### config.mk
export PLATFORM = sky130hd
export DESIGN_NAME = rtc_trim_monitor
export DESIGN_NICKNAME = d
export VERILOG_FILES = /design/src/verilog/rtc_trim_pkg.sv /design/src/verilog/pin_sync3.sv /design/src/verilog/supply_sampler.sv /design/src/verilog/rtc_trim_monitor.sv
export SDC_FILE = /design/constraint.sdc
export NUM_CORES = 1
export LEC_CHECK = 0
export ABC_AREA = 1
export BUFFER_PORTS_ARGS = -buffer_cell sky130_fd_sc_hd__buf_2
export CORE_MARGIN = 1.5
export CORE_UTILIZATION = 60
export CTS_CLUSTER_DIAMETER = 100
export CTS_CLUSTER_SIZE = 25
export DETAILED_ROUTE_END_ITERATION = 6
export PLACE_DENSITY = 0.81
export SYNTH_ARGS = -nofsm -noshare
export SYNTH_HDL_FRONTEND = slang
export SYNTH_SLANG_ARGS = --single-unit
### constraint.sdc
create_clock -name clk_i -period 7 [get_ports clk_i]
set_input_delay 1.4 -clock clk_i [delete_from_list [all_inputs] [get_ports clk_i]]
set_output_delay 1.4 -clock clk_i [all_outputs]
set_load 0.03 [all_outputs]
### src/verilog/rtc_trim_pkg.sv
// Constants shared by the trim and supply monitor logic.
// Assumes a 50 MHz system clock and a 32.768 kHz timebase on a pin.
package rtc_trim_pkg;
	localparam int          CLK_PERIOD_NS    = 20;
	localparam int          TRIM_W           = 7;
	localparam int          SUB_W            = 16;
	localparam logic [15:0] TICKS_PER_SEC    = 16'h8000;
	localparam logic [4:0]  TRIM_PERIOD_LAST = 5'h13;
	localparam logic [7:0]  TRIM_NEG_BASE    = 8'h80;
	localparam logic [6:0]  TRIM_ORIGIN      = 7'h01;
	localparam logic [6:0]  GAIN_MIN         = 7'h02;
	localparam logic [6:0]  GAIN_MAX         = 7'h3F;
	localparam logic [6:0]  LOSS_MIN         = 7'h42;
	localparam int          SAMPLE_WINDOW_US = 7800;
	localparam int          SAMPLE_CYCLES    = SAMPLE_WINDOW_US * 1000 / CLK_PERIOD_NS;
	localparam int          HALT_TIMEOUT_US  = 100;
	localparam int          HALT_CYCLES      = HALT_TIMEOUT_US * 1000 / CLK_PERIOD_NS;
	// Reset values
	localparam logic [6:0]  TRIM_RST         = 7'h00;
	localparam logic [10:0] CTRL_RST         = 11'h000;
	localparam logic [4:0]  FLAGS_RST        = 5'h01;
	// Control field positions
	localparam int CTRL_W                  = 11;
	localparam int CTL_SUPPLY_SEL          = 0;
	localparam int CTL_PERIODIC_SELECT_LO  = 1;
	localparam int CTL_PERIODIC_SELECT_MID = 2;
	localparam int CTL_PERIODIC_SELECT_HI  = 3;
	localparam int CTL_TEST                = 4;
	localparam int CTL_USER_BIT_A          = 5;
	localparam int CTL_USER_BIT_B          = 6;
	localparam int CTL_USER_BIT_C          = 7;
	localparam int CTL_MODE_24H            = 8;
	localparam int CTL_DAILY_ALARM_EN      = 9;
	localparam int CTL_WEEKLY_ALARM_EN     = 10;
	// Status flag positions
	localparam int FLAG_W        = 5;
	localparam int FLG_OSC_STOP  = 0;
	localparam int FLG_LOW_SUPPLY = 1;
	localparam int FLG_EVT_BASE  = 2;
	localparam int EVT_W         = 3;
	// Supply sampler states
	typedef enum logic [1:0] {
		SMP_IDLE   = 2'b00,
		SMP_WINDOW = 2'b01
	} smp_state_t;
endpackage

### src/verilog/pin_sync3.sv
// Three-stage pin synchroniser with agreement filter.
// Assumes asynchronous inputs; output is a clean level in clk_i domain.
`timescale 1ns/1ns
`default_nettype none
module pin_sync3 #(
	parameter int W = 1
) (
	// Clock and reset
	input  wire logic         clk_i,
	input  wire logic         nrst_i,
	// Pins and clean levels
	input  wire logic [W-1:0] pin_i,
	output var  logic [W-1:0] level_o
);
	logic [W-1:0] s1;
	logic [W-1:0] s2;
	logic [W-1:0] s3;

	// Stage chain; s1 feeds only s2
	always_ff @(posedge clk_i or negedge nrst_i) begin
		if (!nrst_i) begin
			s1 <= '0;
			s2 <= '0;
			s3 <= '0;
		end else begin
			s1 <= pin_i;
			s2 <= s1;
			s3 <= s2;
		end
	end

	// A bit changes only when stages two and three agree
	always_ff @(posedge clk_i or negedge nrst_i) begin
		if (!nrst_i)
			level_o <= '0;
		else
			level_o <= (s2 & ~(s2 ^ s3)) | (level_o & (s2 ^ s3));
	end
endmodule
`default_nettype wire

### src/verilog/supply_sampler.sv
// Duty-cycled supply comparator sampler.
// Assumes synchronised comparator levels and a one-cycle second pulse.
`timescale 1ns/1ns
`default_nettype none
module supply_sampler
	import rtc_trim_pkg::*;
#(
	parameter int WINDOW_CYCLES = SAMPLE_CYCLES
) (
	// Clock and reset
	input  wire logic clk_i,
	input  wire logic nrst_i,
	// Control
	input  wire logic second_i,
	input  wire logic hold_i,
	input  wire logic thr_sel_i,
	input  wire logic below_hi_i,
	input  wire logic below_lo_i,
	// Results
	output var  logic sample_en_o,
	output var  logic low_evt_o
);
	localparam int CW = $clog2(WINDOW_CYCLES + 1);
	smp_state_t    state;
	logic [CW-1:0] win_cnt;
	logic          below_sel;

	// Threshold select: 0 is the higher level
	assign below_sel = thr_sel_i ? below_lo_i : below_hi_i;

	// Window once per second, suspended while the flag holds
	always_ff @(posedge clk_i or negedge nrst_i) begin
		if (!nrst_i) begin
			state   <= SMP_IDLE;
			win_cnt <= '0;
		end else begin
			case (state)
				SMP_IDLE: begin
					win_cnt <= '0;
					if (second_i && !hold_i)
						state <= SMP_WINDOW;
				end
				SMP_WINDOW: begin
					// Counter returns to zero on exit so it never passes the limit
					if (hold_i || win_cnt == CW'(WINDOW_CYCLES - 1)) begin
						state   <= SMP_IDLE;
						win_cnt <= '0;
					end else begin
						win_cnt <= CW'(win_cnt + 1'b1);
					end
				end
				default: state <= SMP_IDLE;
			endcase
		end
	end

	// Enable and detection pulse
	always_ff @(posedge clk_i or negedge nrst_i) begin
		if (!nrst_i) begin
			sample_en_o <= 1'b0;
			low_evt_o   <= 1'b0;
		end else begin
			sample_en_o <= (state == SMP_WINDOW) && !hold_i;
			low_evt_o   <= sample_en_o && !hold_i && below_sel;
		end
	end

	property p_hold_stops;
		@(posedge clk_i) disable iff (!nrst_i)
		hold_i |=> !sample_en_o;
	endproperty
	a_hold_stops: assert property (p_hold_stops)
		else $error("sampling while low supply flag held");

	property p_window_len;
		@(posedge clk_i) disable iff (!nrst_i)
		win_cnt < CW'(WINDOW_CYCLES);
	endproperty
	a_window_len: assert property (p_window_len)
		else $error("sample window overran");

	property p_thr_cause;
		@(posedge clk_i) disable iff (!nrst_i)
		low_evt_o |-> $past(sample_en_o && (thr_sel_i ? below_lo_i : below_hi_i));
	endproperty
	a_thr_cause: assert property (p_thr_cause)
		else $error("low supply event without selected comparator");
endmodule
`default_nettype wire

### src/verilog/rtc_trim_monitor.sv
// Timekeeping trim, oscillation halt detection and supply flags.
// Assumes host register writes arrive as one-cycle strobes on clk_i
// and the 32.768 kHz timebase and comparators arrive as raw pins.
`timescale 1ns/1ns
`default_nettype none

module rtc_trim_monitor
	import rtc_trim_pkg::*;
#(
	parameter int SEC_TICKS    = TICKS_PER_SEC,
	parameter int HALT_LIMIT   = HALT_CYCLES,
	parameter int SAMPLE_LIMIT = SAMPLE_CYCLES
) (
	// Clock and reset
	input  wire logic              clk_i,
	input  wire logic              nrst_i,
	// Timebase and comparator pins
	input  wire logic              osc_clk_i,
	input  wire logic              below_hi_thr_i,
	input  wire logic              below_lo_thr_i,
	// Trim register write
	input  wire logic              trim_wr_i,
	input  wire logic [TRIM_W-1:0] trim_data_i,
	// Control register write
	input  wire logic              ctrl_wr_i,
	input  wire logic [CTRL_W-1:0] ctrl_data_i,
	// Flag clears and interrupt events
	input  wire logic [FLAG_W-1:0] flag_clr_i,
	input  wire logic [EVT_W-1:0]  irq_evt_i,
	// Register contents
	output var  logic [TRIM_W-1:0] oscillation_trim_o,
	output var  logic [CTRL_W-1:0] ctrl_o,
	output var  logic [FLAG_W-1:0] status_flags_o,
	// Timing outputs
	output var  logic              second_tick_o,
	output var  logic              raw_clock_out_o,
	output logic                   sample_enable_o
);
	localparam int HW = $clog2(HALT_LIMIT + 1);
	// Nominal second; must exceed the largest loss correction of 124 counts
	localparam logic [SUB_W-1:0] SEC_LEN = SUB_W'(SEC_TICKS);

	logic [2:0]       pins_clean;
	logic             tb_level;
	logic             tb_prev;
	logic             tb_edge;
	logic [HW-1:0]    halt_cnt;
	logic             halt_evt;
	logic             low_evt;
	logic [6:0]       steps;
	logic             loss_mode;
	logic [SUB_W-1:0] corr;
	logic [SUB_W-1:0] sec_limit;
	logic [SUB_W-1:0] sub_cnt;
	logic [4:0]       trim_sec;

	// Steps from the trim code; dead codes give zero
	function automatic logic [6:0] trim_steps(input logic [6:0] c);
		logic [6:0] r;
		r = 7'h00;
		if (c >= GAIN_MIN && c <= GAIN_MAX)
			r = c - TRIM_ORIGIN;
		else if (c >= LOSS_MIN)
			r = 7'(TRIM_NEG_BASE - {1'b0, c});
		return r;
	endfunction

	// Pins into the clock domain
	pin_sync3 #(
		.W(3)
	) u_sync (
		.clk_i  (clk_i),
		.nrst_i (nrst_i),
		.pin_i  ({below_lo_thr_i, below_hi_thr_i, osc_clk_i}),
		.level_o(pins_clean)
	);

	assign tb_level = pins_clean[0];
	assign tb_edge  = tb_level && !tb_prev;

	// Edge history and untouched raw clock out
	always_ff @(posedge clk_i or negedge nrst_i) begin
		if (!nrst_i) begin
			tb_prev         <= 1'b0;
			raw_clock_out_o <= 1'b0;
		end else begin
			tb_prev         <= tb_level;
			raw_clock_out_o <= tb_level;
		end
	end

	// Halt watchdog: fires once when edges stop
	always_ff @(posedge clk_i or negedge nrst_i) begin
		if (!nrst_i)
			halt_cnt <= '0;
		else if (tb_edge)
			halt_cnt <= '0;
		else if (halt_cnt != HW'(HALT_LIMIT))
			halt_cnt <= HW'(halt_cnt + 1'b1);
	end

	assign halt_evt = !tb_edge && halt_cnt == HW'(HALT_LIMIT - 1);

	// Trim correction, two counts per step per 20 s
	assign steps     = trim_steps(oscillation_trim_o);
	assign loss_mode = oscillation_trim_o >= LOSS_MIN;
	assign corr      = SUB_W'({steps, 1'b0});

	// Length of the current second in timebase counts
	always_comb begin
		sec_limit = SEC_LEN;
		if (trim_sec == 5'h00) begin
			if (loss_mode)
				sec_limit = SEC_LEN - corr;
			else
				sec_limit = SEC_LEN + corr;
		end
	end

	// Second divider and 20 s trim period
	always_ff @(posedge clk_i or negedge nrst_i) begin
		if (!nrst_i) begin
			sub_cnt       <= '0;
			trim_sec      <= '0;
			second_tick_o <= 1'b0;
		end else begin
			second_tick_o <= 1'b0;
			if (tb_edge) begin
				if (sub_cnt >= SUB_W'(sec_limit - 1'b1)) begin
					sub_cnt       <= '0;
					second_tick_o <= 1'b1;
					if (trim_sec == TRIM_PERIOD_LAST)
						trim_sec <= '0;
					else
						trim_sec <= 5'(trim_sec + 1'b1);
				end else begin
					sub_cnt <= SUB_W'(sub_cnt + 1'b1);
				end
			end
		end
	end

	// Trim register; a halt clears it
	always_ff @(posedge clk_i or negedge nrst_i) begin
		if (!nrst_i)
			oscillation_trim_o <= TRIM_RST;
		else if (halt_evt)
			oscillation_trim_o <= TRIM_RST;
		else if (trim_wr_i)
			oscillation_trim_o <= trim_data_i;
	end

	// Control bits; a halt clears them
	always_ff @(posedge clk_i or negedge nrst_i) begin
		if (!nrst_i)
			ctrl_o <= CTRL_RST;
		else if (halt_evt)
			ctrl_o <= CTRL_RST;
		else if (ctrl_wr_i)
			ctrl_o <= ctrl_data_i;
	end

	// Oscillation stop flag: set at power-up, set wins
	always_ff @(posedge clk_i or negedge nrst_i) begin
		if (!nrst_i)
			status_flags_o[FLG_OSC_STOP] <= FLAGS_RST[FLG_OSC_STOP];
		else if (halt_evt)
			status_flags_o[FLG_OSC_STOP] <= 1'b1;
		else if (flag_clr_i[FLG_OSC_STOP])
			status_flags_o[FLG_OSC_STOP] <= 1'b0;
	end

	// Low supply flag: halt forces zero, then set wins
	always_ff @(posedge clk_i or negedge nrst_i) begin
		if (!nrst_i)
			status_flags_o[FLG_LOW_SUPPLY] <= FLAGS_RST[FLG_LOW_SUPPLY];
		else if (halt_evt)
			status_flags_o[FLG_LOW_SUPPLY] <= 1'b0;
		else if (low_evt)
			status_flags_o[FLG_LOW_SUPPLY] <= 1'b1;
		else if (flag_clr_i[FLG_LOW_SUPPLY])
			status_flags_o[FLG_LOW_SUPPLY] <= 1'b0;
	end

	// Interrupt event flags, one per source
	for (genvar i = 0; i < EVT_W; i++) begin : g_evt
		always_ff @(posedge clk_i or negedge nrst_i) begin
			if (!nrst_i)
				status_flags_o[FLG_EVT_BASE+i] <= FLAGS_RST[FLG_EVT_BASE+i];
			else if (halt_evt)
				status_flags_o[FLG_EVT_BASE+i] <= 1'b0;
			else if (irq_evt_i[i])
				status_flags_o[FLG_EVT_BASE+i] <= 1'b1;
			else if (flag_clr_i[FLG_EVT_BASE+i])
				status_flags_o[FLG_EVT_BASE+i] <= 1'b0;
		end
	end

	// Duty-cycled supply check
	supply_sampler #(
		.WINDOW_CYCLES(SAMPLE_LIMIT)
	) u_sampler (
		.clk_i      (clk_i),
		.nrst_i     (nrst_i),
		.second_i   (second_tick_o),
		.hold_i     (status_flags_o[FLG_LOW_SUPPLY]),
		.thr_sel_i  (ctrl_o[CTL_SUPPLY_SEL]),
		.below_hi_i (pins_clean[1]),
		.below_lo_i (pins_clean[2]),
		.sample_en_o(sample_enable_o),
		.low_evt_o  (low_evt)
	);

	property p_halt_clears_low;
		@(posedge clk_i) disable iff (!nrst_i)
		halt_evt |=> status_flags_o[FLG_OSC_STOP] && !status_flags_o[FLG_LOW_SUPPLY];
	endproperty
	a_halt_clears_low: assert property (p_halt_clears_low)
		else $error("low supply flag survived oscillation stop");

	property p_halt_clears_all;
		@(posedge clk_i) disable iff (!nrst_i)
		halt_evt |=> oscillation_trim_o == TRIM_RST && ctrl_o == CTRL_RST
			&& status_flags_o[FLAG_W-1:FLG_EVT_BASE] == '0;
	endproperty
	a_halt_clears_all: assert property (p_halt_clears_all)
		else $error("register bits not cleared by oscillation stop");

	property p_stop_sticky;
		@(posedge clk_i) disable iff (!nrst_i)
		status_flags_o[FLG_OSC_STOP] && !flag_clr_i[FLG_OSC_STOP]
			|=> status_flags_o[FLG_OSC_STOP];
	endproperty
	a_stop_sticky: assert property (p_stop_sticky)
		else $error("oscillation stop flag dropped without clear");

	property p_low_sticky;
		@(posedge clk_i) disable iff (!nrst_i)
		status_flags_o[FLG_LOW_SUPPLY] && !flag_clr_i[FLG_LOW_SUPPLY] && !halt_evt
			|=> status_flags_o[FLG_LOW_SUPPLY];
	endproperty
	a_low_sticky: assert property (p_low_sticky)
		else $error("low supply flag dropped without clear");

	property p_power_up;
		@(posedge clk_i) $rose(nrst_i) |-> status_flags_o[FLG_OSC_STOP];
	endproperty
	a_power_up: assert property (p_power_up)
		else $error("oscillation stop flag not set after reset");

	property p_dead_codes;
		@(posedge clk_i) disable iff (!nrst_i)
		(oscillation_trim_o < GAIN_MIN || (oscillation_trim_o > GAIN_MAX
			&& oscillation_trim_o < LOSS_MIN)) |-> sec_limit == SEC_LEN;
	endproperty
	a_dead_codes: assert property (p_dead_codes)
		else $error("no-correction code changed the second length");

	property p_gain_len;
		@(posedge clk_i) disable iff (!nrst_i)
		trim_sec == 5'h00 && oscillation_trim_o >= GAIN_MIN && oscillation_trim_o <= GAIN_MAX
			|-> sec_limit == SEC_LEN + 16'({oscillation_trim_o - TRIM_ORIGIN, 1'b0});
	endproperty
	a_gain_len: assert property (p_gain_len)
		else $error("gain correction length wrong");

	property p_loss_len;
		@(posedge clk_i) disable iff (!nrst_i)
		trim_sec == 5'h00 && oscillation_trim_o >= LOSS_MIN
			|-> sec_limit == SEC_LEN - 16'({7'(8'h80 - {1'b0, oscillation_trim_o}), 1'b0});
	endproperty
	a_loss_len: assert property (p_loss_len)
		else $error("loss correction length wrong");

	property p_once_per_period;
		@(posedge clk_i) disable iff (!nrst_i)
		trim_sec != 5'h00 |-> sec_limit == SEC_LEN;
	endproperty
	a_once_per_period: assert property (p_once_per_period)
		else $error("correction outside first second of period");

	property p_raw_follows;
		@(posedge clk_i) disable iff (!nrst_i)
		tb_edge |=> raw_clock_out_o;
	endproperty
	a_raw_follows: assert property (p_raw_follows)
		else $error("raw clock output does not follow timebase");

	property p_raw_untrimmed;
		@(posedge clk_i) disable iff (!nrst_i)
		raw_clock_out_o == $past(tb_level);
	endproperty
	a_raw_untrimmed: assert property (p_raw_untrimmed)
		else $error("raw clock output altered");

	property p_trim_write;
		@(posedge clk_i) disable iff (!nrst_i)
		trim_wr_i && !halt_evt |=> oscillation_trim_o == $past(trim_data_i);
	endproperty
	a_trim_write: assert property (p_trim_write)
		else $error("trim write not held");

	property p_ctrl_write;
		@(posedge clk_i) disable iff (!nrst_i)
		ctrl_wr_i && !halt_evt |=> ctrl_o == $past(ctrl_data_i);
	endproperty
	a_ctrl_write: assert property (p_ctrl_write)
		else $error("control write not held");

	property p_low_set;
		@(posedge clk_i) disable iff (!nrst_i)
		low_evt && !halt_evt |=> status_flags_o[FLG_LOW_SUPPLY];
	endproperty
	a_low_set: assert property (p_low_set)
		else $error("low supply event not recorded");

	property p_tick_single;
		@(posedge clk_i) disable iff (!nrst_i)
		second_tick_o |=> !second_tick_o;
	endproperty
	a_tick_single: assert property (p_tick_single)
		else $error("second tick longer than one cycle");
endmodule
`default_nettype wire

Word-level counts from Yosys, hierarchy flattened
Cells that the tools add are included.
Word-level totals
  output and inout bits: 26
  flip-flop bits (word level): 94
  bits of input ports: 33
Cells by class
  add/subtract/negate cells: 9
  bitwise logic cells: 5
  $lt $le $gt $ge: 4
  muxes and demuxes: 34
  reductions and logical operators: 24
  eq/ne operators: 7
Operators by type and width (number)
  $mux W16: 3
  $pmux W19 S2: 1
  $mux W7: 4
  $mux W13: 2
  $mux W11: 2
  $add A19 B1 Y19 const B: 1
  $eq A19 B19 Y1 const B: 1
  $mux W19: 1
  $mux W1: 17
  $add A16 B1 Y16 const B: 1
  $add A16 B8 Y16 const A: 1
  $ge A16 B16 Y1: 1
  $sub A16 B1 Y16 const B: 1
  $sub A16 B8 Y16 const A: 1
  $add A13 B1 Y13 const B: 1
  $eq A13 B13 Y1 const B: 1
  $ne A13 B13 Y1 const B: 1
  $reduce_bool A3 Y1: 4
  $reduce_bool A2 Y1: 5
  $ge A7 B2 Y1 const B: 1
  $ge A7 B7 Y1 const B: 1
  $le A7 B6 Y1 const B: 1
  $logic_and A1 B1 Y1: 7
  $sub A1 B7 Y7 const A: 1
  17 further kinds: 23

Longest topological paths before layout
Gate-level depths: netlist of the first run.
  depth in word-level cells: 10
  mapped depth: 31
  gate-level depth less buffers: 30

Modules after synthesis
From an unflattened synthesis of the first run, not the netlist that was laid out.
Unflattened totals
  cell total of the unflattened synthesis: 708
  area, all modules: 5599.1 µm²
Modules (own cells, without submodules)
  rtc_trim_monitor: seq. area each 1477.7 µm², area each 3991.3 µm², times used 1, cells each 519
  supply_sampler: seq. area each 550.5 µm², area each 1258.7 µm², times used 1, cells each 165
  pin_sync3: seq. area each 300.3 µm², area each 349.1 µm², times used 1, cells each 24

Worst setup path before layout of the first run
Ideal clock, no wire load.
  path kind: register to register
  start: reg oscillation_trim_o[0]
  end: reg trim_sec[2]
  arrival: 3.840 ns
  cell stages (with the launch flop): 30
  library setup time: 0.077 ns
  setup slack: 3.082 ns
  cell sequence: dfrtp_1 -> inv_2 -> ha_1 -> nor2_1 -> nand3_2 -> nand3_4 -> nand2_1 -> nand2_2 -> nand2_1 -> nand3_1 -> o31ai_1 -> inv_2 -> ha_1 -> inv_1 -> nor2_1 -> nand2_2 -> nor2_4 -> nand2_2 -> nor2_2 -> nor2_1 -> ha_1 -> inv_1 -> o31ai_1 -> a21oi_1 -> nand2_1 -> nand2_1 -> inv_1 -> clkbuf_1 -> nand2_1 -> a21oi_1
On the way
  longest elaborated chain between the ends: 9
  elaborated cells on any way between the ends: 15
  those cells by class: add/sub (5); order compare (4); mux (4); reduce/logical (2)
Ends and longest elaborated chain
  from (decl): line rtc_trim_monitor.sv:31  | output var logic [TRIM_W-1:0] oscillation_trim_o,
  from (signal assigned): line rtc_trim_monitor.sv:150  | oscillation_trim_o <= trim_data_i;
  $sub A1 B7 Y7, or another cell as far along: line rtc_trim_monitor.sv:64  | r = 7'(TRIM_NEG_BASE - {1'b0, c});
  $mux W7 / $logic_and A1 B1 Y1 (equally long branches): line rtc_trim_monitor.sv:63, rtc_trim_monitor.sv:61
  $mux W7: line rtc_trim_monitor.sv:61  | if (c >= GAIN_MIN && c <= GAIN_MAX)
  $add A16 B8 Y16 / $sub A16 B8 Y16 (equally long branches): line rtc_trim_monitor.sv:116, rtc_trim_monitor.sv:114
  $mux W16 *: line rtc_trim_monitor.sv:113  | if (loss_mode)
  $mux W16 *: line rtc_trim_monitor.sv:112  | if (trim_sec == 5'h00) begin
  $sub A16 B1 Y16 *: line rtc_trim_monitor.sv:129  | if (sub_cnt >= SUB_W'(sec_limit - 1'b1)) begin
  $ge A16 B16 Y1 *: line rtc_trim_monitor.sv:129
  $reduce_and A2 Y1 (no line) *
  to (signal assigned): line rtc_trim_monitor.sv:135  | trim_sec <= 5'(trim_sec + 1'b1);
  to (decl): line rtc_trim_monitor.sv:55  | logic [4:0] trim_sec;
Mark *: on every way between the ends. The rest lies on a longest branch, timed or not.
A chain may end at the register's enable or synchronous reset.

Final worst setup path of the first run
Ends and elaborated chain as after synthesis.

==> run_results.csv, run 1 <==
group,metric,value,unit
power_and_ir_drop,p_total,1361,µW
placed_design,port_buffers,58,
setup_path,critPathKind,"reg2reg",
cts,ctsLongestPathBuffers,2,
cts,insertion_delay,0.38,ns
setup_path,crit_slowest_cell,"inv_1",
grt,grt_pass1_wl,19490,µm
sta,max_freq,227.9,MHz
sta,whs,0.3672,ns
sta,rsz0062_at_grt,"no",
setup_path,worstSetupStartpointType,"register",
setup_path,r2r-start,"oscillation_trim_o[0]",
synth,syn-num-nets,720,
synth,postSynth.asyncResetShare,100.0,%
worst_hold_path,hold_path.class,"reg2reg",
synth,syn_avg_cell_area,8.193,µm²
run,drv_cap,0,
cts,cts_tree,"done",
sta,tns,0,ns
die,dieArea,9591,µm²
cts,cts-resized-gates,0,
synth,synth_edf_count,0,
routing,vias,4545,
grt,grt-ovfl-total,0,
setup_path,critPathMostFrequentCell,"nand2_1",
setup_path,end_kind,"register",
routing,routed_wl,11140,µm
power_and_ir_drop,cellLeakagePower,0.002965,µW
sta,period_needed,4.388,ns
status,status,"completed",
sta,slew_violations,0,
routing,drtIter0Drc,202,
final_layout,n_antenna_cell,0,
placed_design,finalWeightedCongestion,0.8838,
final_layout,layout_commonest_cell,"nand2_1",
setup_path,critical_path_buf_inv_count,5,
grt,track_usage,24.79,%
sta,period_share,62.69,%
synth,netlist_instances,660,
die,die_x,97.94,µm
sta,finalSetupViolCount,0,
routing,via_per_inst,5.469,
sta,hold_viol,0,
sta,skew,0.01538,ns
power_and_ir_drop,vdd_drop_max,0.1411,mV
cts,path_clk_slew,0.10,ns
setup_path,crit_start,"oscillation_trim_o[0]",
final_layout,seq_area,2328,µm²
die,start_util,62.01,%
final_layout,final_cell_mix,"nand2_1 (117), inv_1 (97), dfrtp_1 (92), nor2_1 (77), buf_2 (57)",
worst_hold_path,min_from,"u_sync.s1[1]",
synth,syn_area,5408,µm²
setup_path,required,7.30,ns
die,ios,59,
final_layout,multi_input_area,2614,µm²
setup_path,path_max_fanout,20,
final_layout,fillers,679,
grt,grt_pass1_vias,4569,
die,std_cell_rows,34,
sta,tightestPinTransition,0.7961,ns
routing,drc_errors,0,
grt,grt_max_degree,61,
grt,antenna_found_initial,0,
final_layout,syn_to_final_growth,11.13,%
routing,routedWlPerCell,13.40,µm
routing,dr.pass1.iters,5,
synth,ys_seq_area_share,43.06,%
cts,hold_buffers,0,
die,die_h,97.94,µm
cts,root_buffer,"clkbuf_8",
sta,maxSlewHeadroom,46.80,%
cts,cts_sinks,93,
final_layout,drive_gt1_share,19.50,%
cts,cts.htree.levels,3,
setup_path,critPathTopFamily,"simple AND/OR/NAND/NOR gates",
cts,cts_setup_buffers,0,
synth,yosysWarnings,0,
synth,yosysUniqueCellTypes,42,
power_and_ir_drop,p_per_area,226.5,nW/µm²
cts,cts-buffers-inserted,9,
die,coreArea,8721,µm²
setup_path,cp.arrival,4.69,ns
routing,ant_nets,0,
synth,ys_ff_latch,93,
final_layout,nets,778,
placed_design,dp_hpwl,8409,µm
setup_path,critical-path-max-stage-delay,0.48,ns
synth,synth_ff_type,"dfrtp_1",
[path summary, 6_finish.rpt]
path / endpoint / slack (ns) / depth (start not counted)
worst min register to register: u_sync.s2[1] / 0.37 / 0
worst min-delay path: u_sync.s2[1] / 0.37 / 0
worst max register to register: trim_sec[2] / 2.61 / 28
worst max-delay path: trim_sec[2] / 2.61 / 28
min in group asynchronous: ctrl_o[2] / 0.94 / 1
max in group asynchronous: sub_cnt[4] / 4.95 / 2
[worst register-to-register path, delay by kind of cell (launching register included)]
kind / cells / cell delay (ns)
buf+inv: 5 / 0.80
flops: 1 / 0.44
simple gates: 16 / 1.83
fa+ha+maj: 3 / 0.71
compound gates: 4 / 0.54
[synthesized netlist by cell type, drive strengths merged, types with 3 or more instances]
library cell	instances	area, µm²
nand3	45	282.8
a21oi	33	168.9
xnor2	5	43.79
mux2	11	123.9
dfrtp	92	2302
nor2	91	411.7
nor3b	6	45.04
nand4	10	68.81
o31ai	3	22.52
nor3	17	95.09
maj3	3	30.03
inv	106	397.9
nand2	130	530.5
ha	27	337.8
clkbuf	8	30.03
o21ai	35	178.9
buf	4	33.78
xor2	17	148.9
nor4	3	18.77
[state kept, by name, summed over array words and instances, names as in the netlist, 3 cells and up, named ones only]
register,count
ctrl_o,11
oscillation_trim_o,7
halt_cnt,13
u_sync.s2,3
u_sync.s3,3
status_flags_o,5
u_sync.s1,3
sub_cnt,16
trim_sec,5
u_sampler.win_cnt,19
[kinds of logic after synthesis]
group           Yosys count  synth area share, %
fa+ha+maj                30                6.802
xor+xnor                 22                3.563
mux                      11                2.291
simple gates            303                27.02
buf+inv                 119                8.607
compound gates           82                8.653
flops                    93                43.06
[report_power, final]
part           switching (µW)  leakage [µW]  internal (µW)
combinational             210       0.00165            117
sequential               39.7       0.00121            576
clock                     212      0.000110            207
[cell type report]
cell class                 count  share of cell area (%)
inverter                     107                   6.683
timing repair buffer          59                   4.997
multi-input combinational    448                   43.49
tap                          108                   2.249
clock buffer                   9                   2.061
clock inverter                 7                   1.770
sequential                    93                   38.75
[stage by stage]
step | util (%) | instances | setup WS [ns] | area [µm²]
floorplan | - | 660 | 3.082 | 5408
global placement | 66.27 | 815 | 2.955 | 5779
detailed placement | 66.27 | 815 | 2.688 | 5779
CTS | 68.91 | 831 | 2.669 | 6010
global route | 68.91 | 831 | 2.103 | 6010
finish | 68.91 | 831 | 2.612 | 6010
[layer usage]
metal / vias up / global-route usage, % / wire, µm
met2: 111 / 43.13 / 5574
met4: 0 / 11.43 / 379
met5: - / 0 / 0
met1: 2167 / 29.92 / 4750
li1: 2230 / - / -
met3: 37 / 4.438 / 431
Power figures use the tool's default switching activity.
==> run 2, diff against run 1 <==
Settings changed: CORE_UTILIZATION 60 to 59, PLACE_DENSITY 0.81 to 0.8.
Clock period 7 ns to 4.3 ns, I/O delays scaled along.
==> run 2 against run 1 <==
  * Count of clock-buffer cells in the layout did not move
  * Via count decreased by 2.8%
  * The run now ends with design-rule violations left
  * Worst hold slack got worse by 0.017 ns
  * Core utilization up 0.83 points
  * Power up 65%
  * Worst setup slack got worse by 2.2 ns
  * Register-to-register slack got worse by 2.2 ns
  * Die area up 1.6%
==> run_results.csv, run 2 (same netlist as run 1, synthesis figures left out) <==
group,metric,value,unit
power_and_ir_drop,p_clk_share,31.4,%
sta,slew_violations,0,
status,violations,"design-rule violations",
die,start_util,61.41,%
routing,drc_errors,4,
cts,insertion_delay,0.36,ns
routing,drtIter0Drc,180,
final_layout,drive_gt1_share,21.83,%
grt,track_usage,22.91,%
cts,cts_tree,"done",
final_layout,largest_register_ffs,19,
final_layout,nets,788,
final_layout,final_core_util,69.74,%
setup_path,path_max_fanout,12,
power_and_ir_drop,swShare,31.95,%
setup_path,regToRegSetupSlack,0.39,ns
grt,antenna_found_initial,0,
sta,finalSetupViolCount,0,
setup_path,critPathMostFrequentCell,"nand2_1",
cts,path_clk_slew,0.10,ns
cts,cts_sinks,93,
final_layout,syn_to_final_growth,13.56,%
final_layout,layout_commonest_cell,"nand2_1",
power_and_ir_drop,cellLeakagePower,0.003030,µW
final_layout,fillers,664,
placed_design,port_buffers,58,
placed_design,dp_hpwl,7859,µm
setup_path,critical-path-max-stage-delay,0.44,ns
sta,period_share,90.85,%
grt,grt-ovfl-total,0,
routing,ant_nets,0,
sta,tightestPinTransition,0.8200,ns
sta,tns,0,ns
setup_path,cp.arrival,4.12,ns
sta,hold_viol,0,
die,die_x,98.74,µm
die,std_cell_rows,34,
final_layout,n_antenna_cell,0,
routing,vias,4417,
run,drv_cap,0,
setup_path,end_kind,"register",
grt,grt_max_degree,60,
sta,period_needed,3.907,ns
setup_path,critPathKind,"reg2reg",
cts,ctsLongestPathBuffers,2,
grt,grt_pass1_wl,18370,µm
die,coreArea,8806,µm²
cts,root_buffer,"clkbuf_8",
worst_hold_path,hold_path.class,"reg2reg",
routing,via_per_inst,5.252,
final_layout,reg_top3,"u_sampler.win_cnt x19, sub_cnt x16, halt_cnt x13",
routing,routedWlPerCell,12.66,µm
grt,grt_pass1_vias,4409,
die,ios,59,
cts,hold_buffers,0,
setup_path,required,4.51,ns
placed_design,finalWeightedCongestion,0.8687,
final_layout,final_cell_mix,"nand2_1 (116), inv_1 (96), dfrtp_1 (91), nor2_1 (76), buf_2 (57)",
sta,max_freq,256.0,MHz
cts,cts.htree.levels,3,
sta,rsz0062_at_grt,"no",
sta,skew,0.01650,ns
power_and_ir_drop,power.switching,716.0,µW
sta,maxSlewHeadroom,45.20,%
power_and_ir_drop,internal-power,1525,µW
die,dieArea,9749,µm²
final_layout,largest-register,"u_sampler.win_cnt",
die,die_h,98.74,µm
power_and_ir_drop,seqPwrFrac,44.7,%
routing,dr.pass1.iters,7,
power_and_ir_drop,vdd_drop_max,0.1747,mV
setup_path,worstSetupStartpointType,"register",
status,status,"finished, violations left",
power_and_ir_drop,comb_power_share,23.9,%
cts,cts-buffers-inserted,9,
setup_path,crit_slowest_cell,"dfrtp_2",
power_and_ir_drop,p_per_area,364.9,nW/µm²
routing,routed_wl,10650,µm
## run 2: area by class of cell
cell class,instances,area (µm²),area share (%)
clock buffer,9,123.9,2.017
clock inverter,7,121.4,1.976
inverter,107,404.1,6.581
multi-input combinational,448,2648,43.11
sequential,93,2330,37.94
tap,108,135.1,2.200
timing repair buffer,69,379.1,6.174
## run 2: metrics by stage
step	power, µW	setup slack, ns	hold WS (ns)	cell area (µm²)	cells
6_report	2241	0.3933	0.3506	6141	841
5_1_grt	2371	0.006981	0.3564	6141	841
2_1_floorplan	1403	0.3821	0.3312	5408	660
3_3_place_gp	1515	0.3745	0.3322	5794	817
3_5_place_dp	1536	0.1077	0.3364	5794	817
4_1_cts	2242	0.08238	0.3524	6040	833
## run 2: layer usage
metal | wire [µm] | up-vias | GRT usage [%]
met5 | 0 | - | 0
met4 | 170 | 0 | 8.571
met3 | 382 | 16 | 4.965
met2 | 5369 | 81 | 40.76
met1 | 4726 | 2068 | 27.26
li1 | - | 2252 | -
## run 2: timing repair
item | CTS | global route
endpoints found under the setup margin | 0 | 20
setup buffers | 0 | 8
gates resized for setup | 0 | 12
## run 2: worst max-delay path, delay by kind of cell (launching register included)
family                   cells  cell delay, ns
AO/OA/AOI/OAI                6            0.81
adder cells (fa/ha/maj)      3            0.68
buffers and inverters        7            0.68
flip-flops                   1            0.44
AND/OR/NAND/NOR             10            1.12
## run 2: path summary, 6_finish.rpt
check                                      start                     to  cells past startpoint
setup / recovery           oscillation_trim_o[0]            sub_cnt[10]                     26
hold / removal                      u_sync.s1[0]           u_sync.s2[0]                      0
setup reg to reg           oscillation_trim_o[0]            sub_cnt[10]                     26
hold reg to reg                     u_sync.s1[0]           u_sync.s2[0]                      0
max in group asynchronous                 nrst_i             sub_cnt[2]                      2
min in group asynchronous                 nrst_i  u_sampler.win_cnt[14]                      1
## run 2: power groups by stage
stage               Clock [µW]  Combinational (µW)  Sequential (µW)
floorplan                    0                 363             1040
global placement             0                 501             1010
detailed placement           0                 519             1020
CTS                        719                 522             1000
global route               753                 608             1010
finish                     704                 535             1000
